$ cat config.mk
export PLATFORM = sky130hd
export DESIGN_NAME = prefetch_unit
export DESIGN_NICKNAME = d
export VERILOG_FILES = /design/src/hdl/prefetch_pkg.sv /design/src/hdl/prefetch_unit.sv /design/src/hdl/prefetch_store.sv
export VERILOG_INCLUDE_DIRS = /design/src /design/src/hdl
export SDC_FILE = /design/constraint.sdc
export NUM_CORES = 1
export LEC_CHECK = 0
export BUFFER_PORTS_ARGS = -buffer_cell sky130_fd_sc_hd__buf_2
export CORE_MARGIN = 2
export CORE_UTILIZATION = 50
export DETAILED_ROUTE_END_ITERATION = 12
export HOLD_SLACK_MARGIN = 0.05
export PLACE_DENSITY = 0.7
export SYNTH_ARGS = -nofsm -noshare
export SYNTH_HDL_FRONTEND = slang
export SYNTH_SLANG_ARGS = --single-unit
$ cat constraint.sdc
create_clock -name i_ref_clk -period 5 [get_ports i_ref_clk]
set_clock_uncertainty 0.2 [all_clocks]
set_input_delay 1 -clock i_ref_clk [delete_from_list [all_inputs] [get_ports i_ref_clk]]
set_output_delay 1 -clock i_ref_clk [all_outputs]
set_load 0.01 [all_outputs]
$ cat src/hdl/prefetch_defs.svh
// register offsets, field positions and reset values of the prefetch unit
`ifndef PREFETCH_DEFS_SVH
`define PREFETCH_DEFS_SVH

// ----------------------------------------------------------------------
// register byte offsets (haddr[7:0])
// ----------------------------------------------------------------------
`define PF_SCRIPT_PTR_OFFSET  8'h2c
`define PF_DMA_MODE_OFFSET    8'h38
`define PF_DMA_CONTROL_OFFSET 8'h3c
`define PF_CACHE_CTRL_OFFSET  8'h40
`define PF_STATUS_OFFSET      8'h44

// ----------------------------------------------------------------------
// field positions
// ----------------------------------------------------------------------
`define PF_MODE_BURST_LSB     6
`define PF_MODE_BURST_MSB     7
`define PF_MODE_OPFETCH_BIT   1
`define PF_CTRL_ENABLE_BIT    2
`define PF_CTRL_FLUSH_BIT     5
`define PF_CACHE_LINE_MSB     7
`define PF_CACHE_EN_BIT       8
`define PF_STAT_CNT_MSB       3
`define PF_STAT_ACTIVE_BIT    4
`define PF_STAT_FILL_BIT      5

// ----------------------------------------------------------------------
// reset values and burst sizes in dwords
// ----------------------------------------------------------------------
`define PF_SCRIPT_PTR_RESET   32'h0000_0000
`define PF_BURST_CODE_RESET   2'h0
`define PF_CACHE_LINE_RESET   8'h00
`define PF_SMALL_BLOCK        4'h4
`define PF_LARGE_BLOCK        4'h8
`define PF_OPFETCH_BURST      4'h2
`define PF_SINGLE_FETCH       4'h1

`endif

$ cat src/hdl/prefetch_pkg.sv
// types shared by the prefetch unit files
package prefetch_pkg;

    // ------------------------------------------------------------------
    // sequencer of the prefetch engine
    // ------------------------------------------------------------------
    typedef enum logic [1:0] {
        ST_IDLE,
        ST_FILL,
        ST_READ
    } pf_state_type;

    // programmed burst length code: 2, 4, 8 or 16 dwords
    typedef enum logic [1:0] {
        BURST_2,
        BURST_4,
        BURST_8,
        BURST_16
    } burst_code_type;

endpackage : prefetch_pkg

$ cat src/hdl/prefetch_unit.sv
// instruction prefetch unit with its ahb-lite register slave
//
// Local design decisions: the AHB-Lite interface to the registers and the register addresses.
`timescale 1ns/1ps
`include "prefetch_defs.svh"

// Overview of operation
// - while enabled, fetch instructions ahead in blocks of four or eight dwords
// - pick largest burst from burst length and, in cache mode, cache line
// - if bursts of four dwords are impossible, prefetching turns itself off
// - every memory move instruction except the no-flush one flushes the buffer
// - the no-flush memory move leaves the buffer intact
// - every store flushes the buffer unless its no-flush option is set
// - any write to the script pointer flushes the buffer
// - a taken transfer control instruction flushes the buffer
// - the flush control bit flushes the buffer and clears itself
// - two-dword opcode bursts only while prefetching is off
module prefetch_unit
    import prefetch_pkg::*;
#(
    parameter int DEPTH = 8
)
(
    input  wire logic        i_ref_clk,
    input  wire logic        i_rst,
    input  wire logic        i_hsel,
    input  wire logic [31:0] i_haddr,
    input  wire logic [1:0]  i_htrans,
    input  wire logic        i_hwrite,
    input  wire logic [2:0]  i_hsize,
    input  wire logic [31:0] i_hwdata,
    input  wire logic        i_hready,
    output logic      [31:0] o_hrdata,
    output logic             o_hreadyout,
    output logic             o_hresp,
    input  wire logic        i_fetch_req,
    input  wire logic [31:0] i_fetch_addr,
    output logic             o_fetch_valid,
    output logic      [31:0] o_fetch_data,
    input  wire logic        i_memory_move_instr,
    input  wire logic        i_noflush_memory_move_instr,
    input  wire logic        i_store_exec,
    input  wire logic        i_store_noflush,
    input  wire logic        i_xfer_taken,
    output logic             o_dma_req,
    output logic      [31:0] o_dma_addr,
    output logic      [3:0]  o_dma_len,
    input  wire logic        i_dma_valid,
    input  wire logic [31:0] i_dma_data,
    input  wire logic        i_dma_done,
    output logic      [31:0] o_script_ptr,
    output logic             o_sp_load
);

    // ------------------------------------------------------------------
    // declarations
    // ------------------------------------------------------------------
    logic           wr_pend_reg;
    logic [7:0]     wr_addr_reg;
    logic           rd_wait_reg;
    logic [7:0]     rd_addr_reg;
    logic [31:0]    rd_val;
    logic           bus_take;
    logic           sp_wr;
    logic [1:0]     burst_code_reg;
    logic           opfetch_en_reg;
    logic           pf_enable_reg;
    logic           flush_bit_reg;
    logic [7:0]     cache_line_reg;
    logic           cache_en_reg;
    logic [3:0]     block_words;
    logic           pf_active;
    logic           flush_now;
    pf_state_type   state_reg;
    logic [31:0]    buf_base_reg;
    logic [3:0]     buf_cnt_reg;
    logic [31:0]    fill_base_reg;
    logic [3:0]     fill_cnt_reg;
    logic           stale_reg;
    logic           req_pend_reg;
    logic [31:0]    req_addr_reg;
    logic           refill_reg;
    logic [2:0]     rd_idx_reg;
    logic [31:0]    hit_diff;
    logic           req_hit;
    logic [31:0]    mem_rdata;
    logic           mem_we;

    // ------------------------------------------------------------------
    // helper functions
    // ------------------------------------------------------------------
    // largest usable block: 8, 4, or 0 when four is not reachable
    function automatic logic [3:0] pick_block(input logic [1:0] code,
                                              input logic       cen,
                                              input logic [7:0] cls);
        logic [7:0] lim;
        lim = 8'h02;
        case (burst_code_type'(code))
            BURST_2:  lim = 8'h02;
            BURST_4:  lim = 8'h04;
            BURST_8:  lim = 8'h08;
            default:  lim = 8'h10;
        endcase
        if (cen && cls < lim)
        begin
            lim = cls;
        end
        if (lim >= 8'h08)
            return `PF_LARGE_BLOCK;
        else if (lim >= 8'h04)
            return `PF_SMALL_BLOCK;
        else
            return 4'h0;
    endfunction : pick_block

    // a dword address lies inside the valid part of the buffer
    function automatic logic in_buffer(input logic [31:0] a,
                                       input logic [31:0] base,
                                       input logic [3:0]  cnt);
        logic [31:0] d;
        d = a - base;
        return (cnt != 4'h0) && (a[1:0] == 2'h0)
               && (d[31:2] < {26'h0, cnt});
    endfunction : in_buffer

    // ------------------------------------------------------------------
    // ahb-lite slave: writes zero-wait, reads one wait state
    // ------------------------------------------------------------------
    assign bus_take = i_hsel && i_hready && i_htrans[1];
    assign sp_wr    = wr_pend_reg && (wr_addr_reg == `PF_SCRIPT_PTR_OFFSET);

    // address phase capture
    always_ff @(posedge i_ref_clk)
    begin
        if (i_rst)
        begin
            wr_pend_reg <= 1'b0;
            wr_addr_reg <= 8'h00;
            rd_wait_reg <= 1'b0;
            rd_addr_reg <= 8'h00;
        end
        else
        begin
            wr_pend_reg <= bus_take && i_hwrite;
            rd_wait_reg <= bus_take && !i_hwrite;
            if (bus_take)
            begin
                wr_addr_reg <= i_haddr[7:0];
                rd_addr_reg <= i_haddr[7:0];
            end
        end
    end

    // read wait state lets a write just before a read land first
    always_ff @(posedge i_ref_clk)
    begin
        if (i_rst)
        begin
            o_hreadyout <= 1'b1;
            o_hrdata    <= 32'h0000_0000;
            o_hresp     <= 1'b0;
        end
        else
        begin
            o_hreadyout <= !(bus_take && !i_hwrite);
            if (rd_wait_reg)
            begin
                o_hrdata <= rd_val;
            end
        end
    end

    // read mux; unmapped offsets read as zero
    always_comb
    begin
        rd_val = 32'h0000_0000;
        if (rd_addr_reg == `PF_SCRIPT_PTR_OFFSET)
            rd_val = o_script_ptr;
        else if (rd_addr_reg == `PF_DMA_MODE_OFFSET)
        begin
            rd_val[`PF_MODE_BURST_MSB:`PF_MODE_BURST_LSB] = burst_code_reg;
            rd_val[`PF_MODE_OPFETCH_BIT] = opfetch_en_reg;
        end
        else if (rd_addr_reg == `PF_DMA_CONTROL_OFFSET)
        begin
            rd_val[`PF_CTRL_ENABLE_BIT] = pf_enable_reg;
            rd_val[`PF_CTRL_FLUSH_BIT]  = flush_bit_reg;
        end
        else if (rd_addr_reg == `PF_CACHE_CTRL_OFFSET)
        begin
            rd_val[`PF_CACHE_LINE_MSB:0] = cache_line_reg;
            rd_val[`PF_CACHE_EN_BIT]     = cache_en_reg;
        end
        else if (rd_addr_reg == `PF_STATUS_OFFSET)
        begin
            rd_val[`PF_STAT_CNT_MSB:0]   = buf_cnt_reg;
            rd_val[`PF_STAT_ACTIVE_BIT]  = pf_active;
            rd_val[`PF_STAT_FILL_BIT]    = (state_reg == ST_FILL);
        end
    end

    // ------------------------------------------------------------------
    // control registers
    // ------------------------------------------------------------------
    always_ff @(posedge i_ref_clk)
    begin
        if (i_rst)
        begin
            burst_code_reg <= `PF_BURST_CODE_RESET;
            opfetch_en_reg <= 1'b0;
            pf_enable_reg  <= 1'b0;
            cache_line_reg <= `PF_CACHE_LINE_RESET;
            cache_en_reg   <= 1'b0;
        end
        else if (wr_pend_reg)
        begin
            if (wr_addr_reg == `PF_DMA_MODE_OFFSET)
            begin
                burst_code_reg <=
                    i_hwdata[`PF_MODE_BURST_MSB:`PF_MODE_BURST_LSB];
                opfetch_en_reg <= i_hwdata[`PF_MODE_OPFETCH_BIT];
            end
            else if (wr_addr_reg == `PF_DMA_CONTROL_OFFSET)
                pf_enable_reg <= i_hwdata[`PF_CTRL_ENABLE_BIT];
            else if (wr_addr_reg == `PF_CACHE_CTRL_OFFSET)
            begin
                cache_line_reg <= i_hwdata[`PF_CACHE_LINE_MSB:0];
                cache_en_reg   <= i_hwdata[`PF_CACHE_EN_BIT];
            end
        end
    end

    // flush bit: a new set wins over the self-clear
    always_ff @(posedge i_ref_clk)
    begin
        if (i_rst)
            flush_bit_reg <= 1'b0;
        else if (wr_pend_reg && wr_addr_reg == `PF_DMA_CONTROL_OFFSET
                 && i_hwdata[`PF_CTRL_FLUSH_BIT])
            flush_bit_reg <= 1'b1;
        else
            flush_bit_reg <= 1'b0;
    end

    // script pointer, with a load pulse for the sequencer
    always_ff @(posedge i_ref_clk)
    begin
        if (i_rst)
        begin
            o_script_ptr <= `PF_SCRIPT_PTR_RESET;
            o_sp_load    <= 1'b0;
        end
        else
        begin
            o_sp_load <= sp_wr;
            if (sp_wr)
                o_script_ptr <= i_hwdata;
        end
    end

    // ------------------------------------------------------------------
    // burst choice and flush sources
    // ------------------------------------------------------------------
    assign block_words = pick_block(burst_code_reg, cache_en_reg,
                                    cache_line_reg);
    assign pf_active   = pf_enable_reg && (block_words != 4'h0);
    // no-flush move is deliberately absent here
    assign flush_now = i_memory_move_instr
                     || (i_store_exec && !i_store_noflush)
                     || sp_wr
                     || i_xfer_taken
                     || flush_bit_reg;
    assign hit_diff = req_addr_reg - buf_base_reg;
    assign req_hit  = in_buffer(req_addr_reg, buf_base_reg, buf_cnt_reg);
    assign mem_we   = (state_reg == ST_FILL) && i_dma_valid
                      && (fill_cnt_reg < DEPTH[3:0]);

    // ------------------------------------------------------------------
    // pending instruction request from the sequencer
    // ------------------------------------------------------------------
    always_ff @(posedge i_ref_clk)
    begin
        if (i_rst)
        begin
            req_pend_reg <= 1'b0;
            req_addr_reg <= 32'h0000_0000;
        end
        else if (i_fetch_req)
        begin
            req_pend_reg <= 1'b1;
            req_addr_reg <= i_fetch_addr;
        end
        else if (state_reg == ST_READ)
            req_pend_reg <= 1'b0;
    end

    // ------------------------------------------------------------------
    // prefetch engine
    // ------------------------------------------------------------------
    always_ff @(posedge i_ref_clk)
    begin
        if (i_rst)
        begin
            state_reg     <= ST_IDLE;
            buf_base_reg  <= 32'h0000_0000;
            buf_cnt_reg   <= 4'h0;
            fill_base_reg <= 32'h0000_0000;
            fill_cnt_reg  <= 4'h0;
            stale_reg     <= 1'b0;
            refill_reg    <= 1'b0;
            rd_idx_reg    <= 3'h0;
            o_dma_req     <= 1'b0;
            o_dma_addr    <= 32'h0000_0000;
            o_dma_len     <= 4'h0;
            o_fetch_valid <= 1'b0;
            o_fetch_data  <= 32'h0000_0000;
        end
        else
        begin
            o_dma_req     <= 1'b0;
            o_fetch_valid <= 1'b0;
            case (state_reg)
                ST_IDLE:
                begin
                    if (flush_now)
                    begin
                        buf_cnt_reg <= 4'h0;
                        refill_reg  <= 1'b0;
                    end
                    else if (req_pend_reg && req_hit)
                    begin
                        rd_idx_reg <= hit_diff[4:2];
                        state_reg  <= ST_READ;
                    end
                    else if (req_pend_reg || (refill_reg && pf_active))
                    begin
                        // misses go first; a refill continues the window
                        o_dma_req     <= 1'b1;
                        o_dma_addr    <= req_pend_reg ? req_addr_reg
                            : buf_base_reg + {26'h0, buf_cnt_reg, 2'h0};
                        fill_base_reg <= req_pend_reg ? req_addr_reg
                            : buf_base_reg + {26'h0, buf_cnt_reg, 2'h0};
                        if (pf_active)
                            o_dma_len <= block_words;
                        else if (opfetch_en_reg)
                            o_dma_len <= `PF_OPFETCH_BURST;
                        else
                            o_dma_len <= `PF_SINGLE_FETCH;
                        fill_cnt_reg  <= 4'h0;
                        stale_reg     <= 1'b0;
                        refill_reg    <= 1'b0;
                        state_reg     <= ST_FILL;
                    end
                end
                ST_FILL:
                begin
                    if (mem_we)
                        fill_cnt_reg <= fill_cnt_reg + 4'h1;
                    if (flush_now)
                    begin
                        stale_reg  <= 1'b1;
                        refill_reg <= 1'b0;
                    end
                    if (i_dma_done)
                    begin
                        // a flush during the burst discards it entirely
                        if (stale_reg || flush_now)
                            buf_cnt_reg <= 4'h0;
                        else
                        begin
                            buf_base_reg <= fill_base_reg;
                            buf_cnt_reg  <= fill_cnt_reg
                                            + {3'h0, mem_we};
                        end
                        state_reg <= ST_IDLE;
                    end
                end
                ST_READ:
                begin
                    o_fetch_valid <= 1'b1;
                    o_fetch_data  <= mem_rdata;
                    if (flush_now)
                    begin
                        buf_cnt_reg <= 4'h0;
                        refill_reg  <= 1'b0;
                    end
                    else if ({1'b0, rd_idx_reg} == buf_cnt_reg - 4'h1)
                        refill_reg <= pf_active;
                    state_reg <= ST_IDLE;
                end
                default:
                    state_reg <= ST_IDLE;
            endcase
        end
    end

    // ------------------------------------------------------------------
    // buffer storage
    // ------------------------------------------------------------------
    prefetch_store #(
        .WIDTH (32),
        .DEPTH (DEPTH),
        .AW    (3)
    ) u_store (
        .i_ref_clk (i_ref_clk),
        .i_we      (mem_we),
        .i_waddr   (fill_cnt_reg[2:0]),
        .i_wdata   (i_dma_data),
        .i_raddr   (hit_diff[4:2]), // leads the read state a cycle
        .o_rdata   (mem_rdata)
    );
endmodule : prefetch_unit

$ cat src/hdl/prefetch_store.sv
// small instruction store with registered read data
`timescale 1ns/1ps

module prefetch_store
#(
    parameter int WIDTH = 32,
    parameter int DEPTH = 8,
    parameter int AW    = 3
)
(
    input  wire logic             i_ref_clk,
    input  wire logic             i_we,
    input  wire logic [AW-1:0]    i_waddr,
    input  wire logic [WIDTH-1:0] i_wdata,
    input  wire logic [AW-1:0]    i_raddr,
    output logic      [WIDTH-1:0] o_rdata
);

    logic [WIDTH-1:0] mem_reg [DEPTH];

    // ------------------------------------------------------------------
    // write port
    // ------------------------------------------------------------------
    always_ff @(posedge i_ref_clk)
    begin
        if (i_we)
        begin
            mem_reg[i_waddr] <= i_wdata;
        end
    end

    // read data come out of a register, one cycle after the address
    always_ff @(posedge i_ref_clk)
    begin
        o_rdata <= mem_reg[i_raddr];
    end

endmodule : prefetch_store

==> results.sh <==
export IMPL_cp_max_fo=5
export IMPL_p_per_area_nw_per_um2=358.4
export IMPL_hold_viol_final=0
export IMPL_initial_core_util=0.5047
export IMPL_path_clk_slew_ns=0.06
export IMPL_first_global_vias=16140
export IMPL_postSynthCellCount=2051
export IMPL_utilization=0.5859
export IMPL_wl_mm=58.94
export IMPL_die_height_um=217.8
export IMPL_fin_hold_ws_ns=0.2619
export IMPL_nNetsFinal=2464
export IMPL_cp_slowest_cell="or4_1"
export IMPL_dr_first_iter_drc_count=1445
export IMPL_grt_ovfl_total=0
export IMPL_finalSetupTns_ns=0
export IMPL_track_usage=0.2454
export IMPL_clock_sinks=528
export IMPL_place_area_um2=24690
export IMPL_ant_nets=0
export IMPL_largest_reg_flops=256
export IMPL_wire_per_inst_um=20.21
export IMPL_post_place_ws_ns=0.1858
export IMPL_top_layer="met5"
export IMPL_ys_types=79
export IMPL_rows=78
export IMPL_routed_wl_met3_mm=4.315
export IMPL_p_leak_nw=9.776
export IMPL_cp_end_kind="register"
export IMPL_rsz0062_at_grt="false"
export IMPL_ir_worst_vdd_v=0.0003247
export IMPL_crit_arrival_ns=5.00
export IMPL_synth_cell_area_um2=22850
export IMPL_status="complete, no violations"
export IMPL_setup_viol=0
export IMPL_hold_class="register to register"
export IMPL_cts_hold_buf=0
export IMPL_tightest_slew_ns=1.051
export IMPL_cts_root_buf="clkbuf_16"
export IMPL_dieArea_um2=47430
export IMPL_multi_input_area_um2=9107
export IMPL_timing_fmax_mhz=212.6
export IMPL_netlist_area_leader_share=0.3364
export IMPL_final_cell_mix="349 x nand2_1, 271 x dfxtp_1, 256 x edfxtp_1"
export IMPL_drc=0
export IMPL_cts_max_level=2
export IMPL_holdPathStages=2
export IMPL_fin_crit_sh=0.9409
export IMPL_synth_top_area_cell="edfxtp_1"
export IMPL_num_vias=16870
export IMPL_startpoint="buf_base_reg[2]"
export IMPL_cts_tree="done"
export IMPL_dp_hpwl_mm=37.52
export IMPL_clk_latency_ns=0.62
export IMPL_drive_above_1_share=0.2032
export IMPL_grt_pass1_wl_mm=90.80
export IMPL_area_growth_pct=16.10
export IMPL_ys_ff_latch=528
export IMPL_port_buffers=252
export IMPL_vias_per_cell=5.785
export IMPL_maxSlewViolCount=0
export IMPL_slew_headroom=0.2990
export IMPL_crit_chain="inv_1 -> ha_1 -> or4_1 -> a21o_1 -> o21ai_2 -> xnor2_1 -> ha_1 -> or4b_1 -> a31oi_2 -> o21ai_0 -> a2111o_1 -> nor4_2 -> nand4_1 -> nor4_4 -> nand3_4 -> nand3_4 -> buf_4 -> mux2_1"
export IMPL_numCtsBuffers=52
export IMPL_ys_top_cells_by_area="edfxtp_1 34%, dfxtp_1 24%, mux4_2 6.3%"
export IMPL_fin_area_um2=26530
export IMPL_seq_area_um2=13130
export IMPL_required_ns=5.29
export IMPL_met1_length_mm=25.28
export IMPL_min_delay_start="buf_base_reg[10]"
export IMPL_io_pins=283
export IMPL_critPathMaxStageDelay_ns=0.49
export IMPL_startpoint_type="register"
export IMPL_met2RoutedLength_mm=27.57
export IMPL_grt_max_degree=174
export IMPL_fp_coreArea_um2=45280
export IMPL_seq_area_frac_synth=0.5746
export IMPL_synth_edf_count=256
export IMPL_worst_r2r_cell_count=18
export IMPL_finalWorstPathRequiredPeriod_ns=4.704
export IMPL_final_common_cell="nand2_1"
export IMPL_drtPass1Iterations=6
export IMPL_r2r_start="buf_base_reg[2]"
export IMPL_synth_main_ff_cell="dfxtp_1"
export IMPL_syn_area_per_cell_um2=11.14
export IMPL_max_cap_viol_count=0
export IMPL_yosys_warnings=0
export IMPL_syn_num_nets=2245
export IMPL_finalWorstSetupSlack_ns=0.2955
export IMPL_ys_async_sr_fraction=0
export IMPL_cp_top_family="simple AND/OR/NAND/NOR gates"
export IMPL_critical_path_depth=18
export IMPL_nFillCells=3744
export IMPL_die_x_um=217.8
export IMPL_critPathKind="register to register"
export IMPL_cp_num_buf_inv=2
export IMPL_antenna_found_initial=8
export IMPL_cts_buffer_depth=3
export IMPL_gp_congestion=0.8875
cell families after synthesis:
| logic type | Yosys count | synth area share |
|---|---|---|
| other | 1 | 0.0001641 |
| adders and majority gates | 48 | 0.02661 |
| and+or+nand+nor | 740 | 0.1472 |
| xor gates and xnor gates | 43 | 0.01648 |
| DFF | 528 | 0.5746 |
| AOI/OAI and AO/OA | 352 | 0.09827 |
| buffers and inverters | 182 | 0.03230 |
| muxes | 157 | 0.1044 |
worst paths after layout:
kind | endpoint | slack (ns)
worst max-delay path | fill_base_reg[3] | 0.30
worst min-delay path | buf_base_reg[10] | 0.26
worst max register to register | fill_base_reg[3] | 0.30
worst min register to register | buf_base_reg[10] | 0.26
worst reg2reg max path: cells and delay by family (launching register included):
family,cells,cell delay [ns]
compound gates,5,1.00
xor+xnor,1,0.11
fa+ha+maj,2,0.43
buf+inv,2,0.21
flops,1,0.36
mux,1,0.31
simple gates,7,1.96
per-layer routing:
metal  GRT usage  vias to the layer above
met3     0.05314                      103
li1            -                     7902
met4     0.07823                        8
met5           0                        -
met2      0.3960                      603
met1      0.3320                     8258
through the flow:
stage          total power [mW]  instances
3_5_place_dp              5.697       2810
5_1_grt                   9.858       2915
2_1_floorplan             5.406       2051
3_3_place_gp              5.682       2810
6_report                  9.510       2917
4_1_cts                   9.587       2907
cell usage after synthesis, drive strengths merged, types with 5 or more instances:
library cell  count
nand2           349
dfxtp           272
edfxtp          256
a21oi           166
nor2            135
clkbuf           91
mux2i            82
nand3            71
mux4             64
inv              55
ha               47
o21ai            44
nand2b           39
xnor2            37
buf              36
nor3             27
nor4             27
nand4            26
o211ai           25
a211oi           20
nor2b            14
a31o             13
a31oi            12
mux2             11
or3              11
and2             10
and3              9
o31ai             9
o21a              8
a222oi            7
a21o              6
a311oi            6
xor2              6
nor3b             5
cell type report:
type                            count  share of cell area
Antenna cell                        4           0.0003773
Clock buffer                       72             0.05414
Clock inverter                     25             0.01080
Inverter                           55            0.007781
Multi-Input combinational cell   1342              0.3433
Sequential cell                   528              0.4950
Tap cell                          600             0.02829
Timing Repair Buffer              291             0.06036
repair_timing:
| action | CTS | global route |
|---|---|---|
| resized for setup | 0 | 7 |
| setup endpoints to repair | 0 | 36 |
| buffers inserted | 0 | 5 |
where the power goes:
part	internal, mW	leakage [nW]	switching (mW)
registers	4.62	4.51	0.0498
logic	0.384	4.42	0.559
clock network	2.23	0.840	1.66
total	7.24	9.78	2.27
Power figures use the tool's default switching activity.
